`src/pfcd_consts.vh`:
```
// pin function and clock divider register constants
// assumes a 32-bit classic wishbone slave, one word per register index
`ifndef PFCD_CONSTS_VH
`define PFCD_CONSTS_VH

// register indices, byte address is four times the index
`define PFCD_IDX_PRIMARY 10'h040
`define PFCD_IDX_SECONDARY 10'h041
`define PFCD_IDX_FIRST_PIN 10'h042
`define PFCD_IDX_RATIO 10'h108
`define PFCD_IDX_PHASE 10'h109
`define PFCD_IDX_SYSREF_CTRL 10'h10a
`define PFCD_IDX_CAPTURED 10'h129

// reset values
`define PFCD_RST_PRIMARY 8'h3f
`define PFCD_RST_SECONDARY 8'h00
`define PFCD_RST_FIRST_PIN 4'h0
`define PFCD_RST_RATIO 3'h0
`define PFCD_RST_PHASE 4'h0
`define PFCD_FIRST_PIN_RSVD 4'hf

// field positions
`define PFCD_AUTOPHASE_BIT 7

// pin function codes
`define PFCD_PRI_SECONDARY 3'h6
`define PFCD_PRI_FAST_DETECT 3'h0
`define PFCD_PRI_LMFC 3'h1
`define PFCD_SEC_OSC_SEL 4'h0
`define PFCD_SEC_TRANSFER 4'h1
`define PFCD_SEC_MASTER 4'h8
`define PFCD_SEC_SLAVE 4'h9
`define PFCD_SEC_DISABLED 4'hf

// divide ratio codes
`define PFCD_DIV_1 3'h0
`define PFCD_DIV_2 3'h1
`define PFCD_DIV_4 3'h3

// pin input synchroniser depth
`define PFCD_SYNC_STAGES 3

`endif

```
`src/pfcd_regs.v`:
```
// pin function select and input clock divider control registers
// assumes a classic wishbone master on clk_i and pins from outside
//
// The Wishbone register port is this design's own decision.
`timescale 1ns/1ps
`include "pfcd_consts.vh"

module pfcd_regs
#(
    parameter DIV_W = 2
)
(
    input wire clk_i,
    input wire rst_i,
    input wire wb_cyc_i,
    input wire wb_stb_i,
    input wire wb_we_i,
    input wire [11:0] wb_adr_i,
    input wire [3:0] wb_sel_i,
    input wire [31:0] wb_dat_i,
    output reg [31:0] wb_dat_o,
    output wire wb_ack_o,
    input wire general_pin_two_i,
    output reg general_pin_two_o,
    output reg general_pin_two_oe_o,
    output reg general_pin_two_pd_o,
    input wire fast_detect_shared_pin_i,
    output reg fast_detect_shared_pin_o,
    output reg fast_detect_shared_pin_oe_o,
    output reg fast_detect_shared_pin_pd_o,
    input wire general_pin_one_i,
    output reg general_pin_one_o,
    output reg general_pin_one_oe_o,
    output reg general_pin_one_pd_o,
    input wire sysref_i,
    input wire fast_detect_i,
    input wire lmfc_i,
    input wire master_next_trigger_i,
    output reg [1:0] osc_chan_sel_o,
    output reg transfer_o,
    output reg slave_next_trigger_in_o,
    output reg div_clk_o,
    output reg div_half_o,
    output reg [3:0] eff_phase_o
);

    // function decode shared by the shared pin and the dedicated pin
    localparam [2:0] FN_OSC = 3'h0;
    localparam [2:0] FN_XFER = 3'h1;
    localparam [2:0] FN_MASTER = 3'h2;
    localparam [2:0] FN_SLAVE = 3'h3;
    localparam [2:0] FN_OFF = 3'h4;
    localparam [2:0] FN_FD = 3'h5;
    localparam [2:0] FN_LMFC = 3'h6;

    function [2:0] pfcd_sec_fn;
        input [3:0] code;
        input allow_xfer;
        begin
            case (code)
                `PFCD_SEC_OSC_SEL: pfcd_sec_fn = FN_OSC;
                `PFCD_SEC_TRANSFER:
                    pfcd_sec_fn = allow_xfer ? FN_XFER : FN_OFF;
                `PFCD_SEC_MASTER: pfcd_sec_fn = FN_MASTER;
                `PFCD_SEC_SLAVE: pfcd_sec_fn = FN_SLAVE;
                default: pfcd_sec_fn = FN_OFF;
            endcase
        end
    endfunction

    reg [7:0] primary_reg;
    reg [7:0] secondary_reg;
    reg [3:0] first_pin_reg;
    reg [2:0] ratio_reg;
    reg [3:0] phase_reg;
    reg autophase_reg;
    reg [3:0] captured_reg;
    reg ack_reg;
    reg [DIV_W-1:0] div_cnt_reg;
    reg [7:0] div_line_reg;
    reg sysref_last_reg;
    wire [3:0] pin_level;

    wire [9:0] idx = wb_adr_i[11:2];
    wire req = wb_cyc_i & wb_stb_i;
    wire wr_lane0 = ack_reg & wb_we_i & wb_sel_i[0];

    // input synchronisers: pins, then sysref
    wire [3:0] pin_raw = {sysref_i, general_pin_one_i,
                          fast_detect_shared_pin_i, general_pin_two_i};
    genvar g;
    generate
        for (g = 0; g < 4; g = g + 1)
        begin : sync
            reg [`PFCD_SYNC_STAGES-1:0] stage_reg;
            reg level_reg;
            always @(posedge clk_i)
            begin
                if (rst_i)
                    stage_reg <= 3'h0;
                else
                    stage_reg <= {stage_reg[1:0], pin_raw[g]};
            end
            // level only moves once the last two stages agree
            always @(posedge clk_i)
            begin
                if (rst_i)
                    level_reg <= 1'b0;
                else if (stage_reg[1] == stage_reg[2])
                    level_reg <= stage_reg[2];
            end
            // one driver per bit keeps the level vector single-sourced
            assign pin_level[g] = level_reg;
        end
    endgenerate

    // bus answer: ack one cycle after the request, dropped the next
    always @(posedge clk_i)
    begin
        if (rst_i)
            ack_reg <= 1'b0;
        else
            ack_reg <= req & ~ack_reg;
    end
    assign wb_ack_o = ack_reg;

    // read data latched as ack rises, unmapped reads as zero
    always @(posedge clk_i)
    begin
        if (rst_i)
            wb_dat_o <= 32'h0;
        else if (req & ~ack_reg)
        begin
            case (idx)
                `PFCD_IDX_PRIMARY: wb_dat_o <= {24'h0, primary_reg};
                `PFCD_IDX_SECONDARY: wb_dat_o <= {24'h0, secondary_reg};
                `PFCD_IDX_FIRST_PIN:
                    wb_dat_o <= {24'h0, `PFCD_FIRST_PIN_RSVD, first_pin_reg};
                `PFCD_IDX_RATIO: wb_dat_o <= {29'h0, ratio_reg};
                `PFCD_IDX_PHASE: wb_dat_o <= {28'h0, phase_reg};
                `PFCD_IDX_SYSREF_CTRL:
                    wb_dat_o <= {24'h0, autophase_reg, 7'h0};
                `PFCD_IDX_CAPTURED: wb_dat_o <= {28'h0, captured_reg};
                default: wb_dat_o <= 32'h0;
            endcase
        end
    end

    // writes land on the edge where the master sees ack
    always @(posedge clk_i)
    begin
        if (rst_i)
        begin
            primary_reg <= `PFCD_RST_PRIMARY;
            secondary_reg <= `PFCD_RST_SECONDARY;
            first_pin_reg <= `PFCD_RST_FIRST_PIN;
            ratio_reg <= `PFCD_RST_RATIO;
            phase_reg <= `PFCD_RST_PHASE;
            autophase_reg <= 1'b0;
        end
        else if (wr_lane0)
        begin
            case (idx)
                `PFCD_IDX_PRIMARY: primary_reg <= wb_dat_i[7:0];
                `PFCD_IDX_SECONDARY: secondary_reg <= wb_dat_i[7:0];
                `PFCD_IDX_FIRST_PIN: first_pin_reg <= wb_dat_i[3:0];
                `PFCD_IDX_RATIO: ratio_reg <= wb_dat_i[2:0];
                `PFCD_IDX_PHASE: phase_reg <= wb_dat_i[3:0];
                `PFCD_IDX_SYSREF_CTRL:
                    autophase_reg <= wb_dat_i[`PFCD_AUTOPHASE_BIT];
                default: ;
            endcase
        end
    end

    // divider modulus; unlisted codes fall back to divide by one
    reg [DIV_W-1:0] div_last;
    always @*
    begin
        case (ratio_reg)
            `PFCD_DIV_2: div_last = 2'h1;
            `PFCD_DIV_4: div_last = 2'h3;
            default: div_last = 2'h0;
        endcase
    end

    // divider counter, divided clock high for the first half period
    wire div_raw = (div_last == 2'h0) ? 1'b1 :
                   (div_cnt_reg <= (div_last >> 1));
    always @(posedge clk_i)
    begin
        if (rst_i)
        begin
            div_cnt_reg <= 2'h0;
            div_line_reg <= 8'h0;
        end
        else
        begin
            div_cnt_reg <= (div_cnt_reg >= div_last) ? 2'h0 :
                           div_cnt_reg + 2'h1;
            div_line_reg <= {div_line_reg[6:0], div_raw};
        end
    end

    // sysref capture of the divider phase in half-cycle units
    wire sysref_rise = pin_level[3] & ~sysref_last_reg;
    always @(posedge clk_i)
    begin
        if (rst_i)
        begin
            sysref_last_reg <= 1'b0;
            captured_reg <= 4'h0;
        end
        else
        begin
            sysref_last_reg <= pin_level[3];
            if (sysref_rise & autophase_reg)
                captured_reg <= {1'b0, div_cnt_reg, 1'b0};
        end
    end

    // effective phase; sum wraps in four bits like the field
    wire [3:0] eff_phase = autophase_reg ?
        captured_reg + phase_reg : phase_reg;

    // whole cycles from the delay line, odd step asks for inversion
    always @(posedge clk_i)
    begin
        if (rst_i)
        begin
            eff_phase_o <= 4'h0;
            div_clk_o <= 1'b0;
            div_half_o <= 1'b0;
        end
        else
        begin
            eff_phase_o <= eff_phase;
            div_clk_o <= (eff_phase[3:1] == 3'h0) ? div_raw :
                         div_line_reg[eff_phase[3:1] - 3'h1];
            div_half_o <= eff_phase[0];
        end
    end

    // pin function selection from primary, secondary and first pin fields
    reg [2:0] fd_fn;
    reg gp2_osc;
    reg [2:0] gp1_fn;
    always @*
    begin
        gp2_osc = 1'b0;
        if (primary_reg[5:3] == `PFCD_PRI_SECONDARY)
            gp2_osc = (secondary_reg[7:4] == `PFCD_SEC_OSC_SEL);
        case (primary_reg[2:0])
            `PFCD_PRI_FAST_DETECT: fd_fn = FN_FD;
            `PFCD_PRI_LMFC: fd_fn = FN_LMFC;
            `PFCD_PRI_SECONDARY:
                fd_fn = pfcd_sec_fn(secondary_reg[3:0], 1'b1);
            default: fd_fn = FN_OFF;
        endcase
        gp1_fn = pfcd_sec_fn(first_pin_reg, 1'b0);
    end

    // pin drivers and decoded inputs, all registered
    always @(posedge clk_i)
    begin
        if (rst_i)
        begin
            general_pin_two_o <= 1'b0;
            general_pin_two_oe_o <= 1'b0;
            general_pin_two_pd_o <= 1'b1;
            fast_detect_shared_pin_o <= 1'b0;
            fast_detect_shared_pin_oe_o <= 1'b0;
            fast_detect_shared_pin_pd_o <= 1'b1;
            general_pin_one_o <= 1'b0;
            general_pin_one_oe_o <= 1'b0;
            general_pin_one_pd_o <= 1'b0;
            osc_chan_sel_o <= 2'h0;
            transfer_o <= 1'b0;
            slave_next_trigger_in_o <= 1'b0;
        end
        else
        begin
            // second pin is only ever an input
            general_pin_two_o <= 1'b0;
            general_pin_two_oe_o <= 1'b0;
            general_pin_two_pd_o <= ~gp2_osc;
            osc_chan_sel_o[1] <= gp2_osc & pin_level[0];

            // shared pin drives fast detect, lmfc or master trigger
            fast_detect_shared_pin_oe_o <= (fd_fn == FN_FD) |
                (fd_fn == FN_LMFC) | (fd_fn == FN_MASTER);
            fast_detect_shared_pin_o <=
                (fd_fn == FN_FD) ? fast_detect_i :
                (fd_fn == FN_LMFC) ? lmfc_i :
                (fd_fn == FN_MASTER) & master_next_trigger_i;
            fast_detect_shared_pin_pd_o <= (fd_fn == FN_OFF);

            // dedicated pin; unlisted codes also leave it pulled down
            general_pin_one_oe_o <= (gp1_fn == FN_MASTER);
            general_pin_one_o <= (gp1_fn == FN_MASTER) &
                master_next_trigger_i;
            general_pin_one_pd_o <= (gp1_fn == FN_OFF);

            // oscillator select bit 0 from either pin choosing it
            osc_chan_sel_o[0] <=
                ((fd_fn == FN_OSC) & pin_level[1]) |
                ((gp1_fn == FN_OSC) & pin_level[2]);
            transfer_o <= (fd_fn == FN_XFER) & pin_level[1];
            slave_next_trigger_in_o <=
                ((fd_fn == FN_SLAVE) & pin_level[1]) |
                ((gp1_fn == FN_SLAVE) & pin_level[2]);
        end
    end

endmodule

```
`config.mk`:
```
export PLATFORM = sky130hd
export DESIGN_NAME = pfcd_regs
export DESIGN_NICKNAME = d
export VERILOG_FILES = /design/src/pfcd_regs.v
export VERILOG_INCLUDE_DIRS = /design/src /design/src/src
export SDC_FILE = /design/constraint.sdc
export NUM_CORES = 1
export LEC_CHECK = 0
export BUFFER_PORTS_ARGS = -buffer_cell sky130_fd_sc_hd__buf_4
export CAP_MARGIN = 5
export CELL_PAD_IN_SITES_DETAIL_PLACEMENT = 0
export CELL_PAD_IN_SITES_GLOBAL_PLACEMENT = 2
export CORE_MARGIN = 2
export CORE_UTILIZATION = 27
export DETAILED_ROUTE_END_ITERATION = 8
export PLACE_DENSITY_LB_ADDON = 0.15
export SYNTH_ARGS = -nofsm -noshare
export SYNTH_HDL_FRONTEND = slang
export SYNTH_SLANG_ARGS = --single-unit
```
`constraint.sdc`:
```
create_clock -name clk_i -period 2.1 [get_ports clk_i]
set_input_delay 0.21 -clock clk_i [delete_from_list [all_inputs] [get_ports clk_i]]
set_output_delay 0.21 -clock clk_i [all_outputs]
set_load 0.05 [all_outputs]
```
Word-level counts from Yosys, hierarchy flattened
Index checks and enable logic that the tools add are counted.
Word-level totals
  register bits after elaboration: 107
  input bits: 60
  output and inout bits: 52
  word-level logic and storage cells: 118
Operators by class
  $add $sub $neg: 3
  order comparisons: 3
  equal/unequal tests: 30
  multiplexer cells: 13
  bitwise operators: 21
  reductions and logical operators: 15
Operators by type and width (number)
  one-hot mux 8 bit (7 select lines): 1
  == test 10 x 9 -> 1 bit (second input constant): 4
  == test 10 x 7 -> 1 bit (second input constant): 3
  == test 3 bit (second input constant): 6
  one-hot mux 3 bit (3 select lines): 2
  == test 4 bit (second input constant): 4
  == test 3 x 2 -> 1 bit (second input constant): 5
  AND 1 bit: 14
  zero test 3 bit: 4
  zero test 4 bit: 3
  one-hot mux 3 bit (4 select lines): 1
  AND reduction 2 bit: 6
  == test 3 x 1 -> 1 bit (second input constant): 3
  2-to-1 mux 1 bit: 6
  adder 3 x 4 -> 4 bit: 1
  == test 1 bit: 4
  == test 4 x 1 -> 1 bit (second input constant): 1
  less-than comparator 3 x 4 -> 1 bit (second input constant): 1
  2-to-1 mux 4 bit: 1
  OR 1 bit: 4
  one-hot mux 2 bit (2 select lines): 1
  binary-select mux 1 bit (select 3 bit): 1
  NOT 1 bit: 3
  subtractor 3 x 1 -> 3 bit (second input constant): 1
  other kinds (5): 5

Longest topological paths before layout
  depth in word-level cells: 7
  mapped depth: 9

Least setup slack after synthesis
No wires, ideal clock.
  path type: register -> register
  from: reg ack_reg, in the netlist wb_ack_o
  to: reg primary_reg[1]
  arrival time: 2004 ps
  data required time: 1979 ps
  slack: -25 ps
  stages on the path, launching flop included: 5
  path buffers: 0
  clock period less this slack: 2125 ps
  path through: dfxtp_1 > nand4b_1 > nor4_4 > mux2i_1 > nand2_1
Between the ends
  longest elaborated chain between the ends: 3
Ends and longest elaborated chain
  start: declaration: RTL line pfcd_regs.v:78  | reg ack_reg;
  start signal: assignment: RTL line pfcd_regs.v:123  | ack_reg <= req & ~ack_reg;
  AND 1 bit (2 in series): RTL line pfcd_regs.v:86  | wire wr_lane0 = ack_reg & wb_we_i & wb_sel_i[0];
  AND reduction 2 bit (no line)
  end signal: assignment: RTL line pfcd_regs.v:154  | primary_reg <= `PFCD_RST_PRIMARY;
  end signal: assignment: RTL line pfcd_regs.v:164  | `PFCD_IDX_PRIMARY: primary_reg <= wb_dat_i[7:0];
  end: declaration: RTL line pfcd_regs.v:71  | reg [7:0] primary_reg;
Every way passes these cells.
A chain may end at the register's enable or synchronous reset.

Worst setup path after layout
  from: reg phase_reg[1]
  to: reg div_clk_o
Between the ends
  longest elaborated chain between the ends: 6
  elaborated cells on any way between the ends: 7
  classes of those cells: 2 x add/sub; 4 x mux; 1 x reduce/logical
Ends and longest elaborated chain
  start: declaration: RTL line pfcd_regs.v:75  | reg [3:0] phase_reg;
  start signal: assignment: RTL line pfcd_regs.v:158  | phase_reg <= `PFCD_RST_PHASE;
  start signal: assignment: RTL line pfcd_regs.v:168  | `PFCD_IDX_PHASE: phase_reg <= wb_dat_i[3:0];
  adder 3 x 4 -> 4 bit: RTL line pfcd_regs.v:224  | captured_reg + phase_reg : phase_reg;
  2-to-1 mux 4 bit (*): RTL line pfcd_regs.v:223  | wire [3:0] eff_phase = autophase_reg ?
  subtractor 3 x 1 -> 3 bit: RTL line pfcd_regs.v:239  | div_line_reg[eff_phase[3:1] - 3'h1];
  binary-select mux 1 bit (select 3 bit): RTL line pfcd_regs.v:239
  2-to-1 mux 1 bit (not written as such): RTL line pfcd_regs.v:239
  2-to-1 mux 1 bit (*): RTL line pfcd_regs.v:238  | div_clk_o <= (eff_phase[3:1] == 3'h0) ? div_raw :
  end signal: assignment: RTL line pfcd_regs.v:238
  end: declaration: RTL line pfcd_regs.v:42  | output reg div_clk_o,
Every way passes the cells marked *; elsewhere a longest branch is shown, timed or not. The select of a mux whose other input is x is not followed.

==> results.yml <==
worst_hold_path:
  min_path_type: "input pin to flip-flop"
yosys:
  seq_area_frac_synth_pct: 45.7
  synth-async-reset-ratio_pct: 0
  ys_warn_count: 0
  post_synth_num_cell_types: 49
  ys_seq_elements: 82
  synth_area_um2: 3590
  netlist_instances: 366
  ys.flop_type: "dfxtp_1"
  synth-edff-count: 0
  syn_avg_cell_area_um2: 9.81
clock_tree:
  htree_levels: 3
  clock_sinks: 82
  cts_tree: "done"
  ctsHoldBuffers: 0
  cts_root_buf: "clkbuf_16"
  clk_pin_slew_ps: 70
  clock_path_buffers: 2
  insertion_delay_ps: 340
  cts_buffers: 9
detailed_routing:
  vias: 2625
  wl_per_cell_um: 13.5
  drc: 0
  firstDrtPassIters: 4
  drtAntennaViolNets: 0
  vias_per_cell: 4.24
  wl_mm: 8.36
  first_iter_violations: 137
grt:
  met3_usage_pct: 3.07
  grtUsageMet2_pct: 17.6
  grt_pass1_vias: 2528
  globalRoute.totalOverflow: 0
  grt_use_met1_pct: 16.9
  antenna_found_initial: 0
  globalRouteTotalUtil_pct: 12.1
  grt_max_degree: 30
  grt_pass1_wl_mm: 13.4
  top_usage_layer: "met2"
setup_path:
  worstPathMaxFanout: 3
  rrSetupSlack_ps: 30
  path_class: "flip-flop to flip-flop"
  required_ps: 2320
  critPathCaptureType: "flip-flop"
  cp.arrival_ps: 2290
  start_kind: "flip-flop"
die:
  die_w_um: 119
  fp-row-count: 42
  core_um2: 13100
  die-area_um2: 14200
  start_util_pct: 27.3
  io-pin-count: 112
  die_h_um: 119
pwr:
  ir_worst_vdd_mv: 0.336
  power_density_nw_per_um2: 774
  power.static_leakage_nw: 1.81
timing:
  fin_crit_sh_pct: 98.6
  rsz0062_at_grt: "true"
  setup_violations: 0
  max_freq_ghz: 0.483
  fin_crit_ps: 2070
  hold_slack_ps: 77.2
  drv_slew: 0
  fin_skew_ps: 7.06
  hold_violations: 0
  fin_setup_tns_ps: 0
place:
  gp_congestion: 0.741
  portBuffers: 56
  dp_hpwl_mm: 6.21
finish:
  antennaDiodeCount: 0
  area_delta_synth_final_pct: 27.0
  n_fill_cell: 1363
  drive_gt1_share_pct: 23.5
  largest_reg_flops: 12
  finalNetCount: 505
  final_cell_mix: "dfxtp_1, buf_4, nor2_1, mux2i_1"
  layout_commonest_cell: "dfxtp_1"
run_status:
  status: "complete, no violations"
run:
  max-cap-violations: 0
## power by group
part	leakage [nW]	switching (W)	internal (W)
clock network	0.153	0.000637	0.00105
registers	0.665	0.00000564	0.00157
logic	0.990	0.000197	0.0000723
## Yosys cell counts (all sizes together), types with 2 or more instances
master	n	area [um^2]
nand2b	4	25.0
nand4bb	2	22.5
nor4	7	110
clkbuf	8	30.0
nand4	2	12.5
nand3	4	20.0
a22oi	6	45.0
o2bb2ai	7	61.3
nor3	3	15.0
nand3b	3	22.5
o211ai	3	22.5
xnor2	2	17.5
and2	3	18.8
nor4b	3	26.3
mux2i	38	380
ha	6	75.1
inv	10	37.5
o21ai	13	65.1
and3	2	12.5
nand2	19	71.3
mux4	2	45.0
buf	31	226
nor2	49	184
nor2b	26	163
nand4b	2	17.5
a21oi	12	60.1
dfxtp	82	1640
## worst paths after layout
| path | endpoint | cells past startpoint | start |
|---|---|---|---|
| max | div_clk_o$_SDFF_PP0_ | 9 | phase_reg[1]$_SDFFE_PP0P_ |
| min | sync[2].stage_reg[0]$_SDFF_PP0_ | 2 | general_pin_one_i |
| max reg2reg | div_clk_o$_SDFF_PP0_ | 9 | phase_reg[1]$_SDFFE_PP0P_ |
| min reg2reg | sync[1].stage_reg[1]$_SDFF_PP0_ | 1 | sync[1].stage_reg[0]$_SDFF_PP0_ |
## layout make-up
type                       count  area [um^2]  share of cell area, %
clock buffer                  10          229                   5.02
sequential                    82         1640                   36.0
multi-input combinational    260         1780                   39.0
clock inverter                 6         90.1                   1.98
tap                          176          220                   4.83
inverter                      10         37.5                  0.823
timing repair buffer          75          563                   12.3
## what timing repair did
action | in CTS | in global routing
setup endpoints to repair | 1 | 1
setup buffers | 1 | 0
pin swaps | 2 | 3
resized for setup | 3 | 4
hold endpoints to repair | 0 | 0
## stage by stage
| step | utilization (%) | setup WS [ps] | cell area (um^2) | total power (W) | cells |
|---|---|---|---|---|---|
| 3_5_place_dp | 32.0 | -102 | 4210 | 0.00188 | 602 |
| 4_1_cts | 34.5 | -5.58 | 4540 | 0.00359 | 619 |
| 6_report | 34.7 | 28.8 | 4560 | 0.00353 | 619 |
| 3_3_place_gp | 32.0 | -36.7 | 4210 | 0.00188 | 602 |
| 2_1_floorplan | - | 38.6 | 3690 | 0.00183 | 391 |
| 5_1_grt | 34.7 | -84.2 | 4560 | 0.00367 | 619 |
## kinds of logic (layout without fill, tap and decap cells)
kind of cell               Yosys count  after routing  synth area share, %
DFF                                 82             82                 45.7
buffers and inverters               49            101                 8.19
muxes                               40             40                 11.8
xor gates and xnor gates             3              3                 1.12
other                                1             26                0.104
AOI/OAI and AO/OA                   50             50                 9.09
adders and majority gates            7              7                 2.65
and+or+nand+nor                    134            134                 21.3
## layer usage
| layer | routed length [um] | part of all wire, % |
|---|---|---|
| met1 | 4290 | 51 |
| met2 | 3570 | 43 |
| met3 | 375 | 4.5 |
| met4 | 133 | 1.6 |
| met5 | 0 | 0 |
## worst max-delay path, stage by stage (launching register included)
cell     delay, ps
dfxtp_1        310
ha_1           190
inv_1           60
fa_1           410
nand2_2        100
o21ai_4         80
ha_4           290
mux4_2         280
mux2i_1        160
o21ai_1         80
Power figures use the tool's default switching activity.
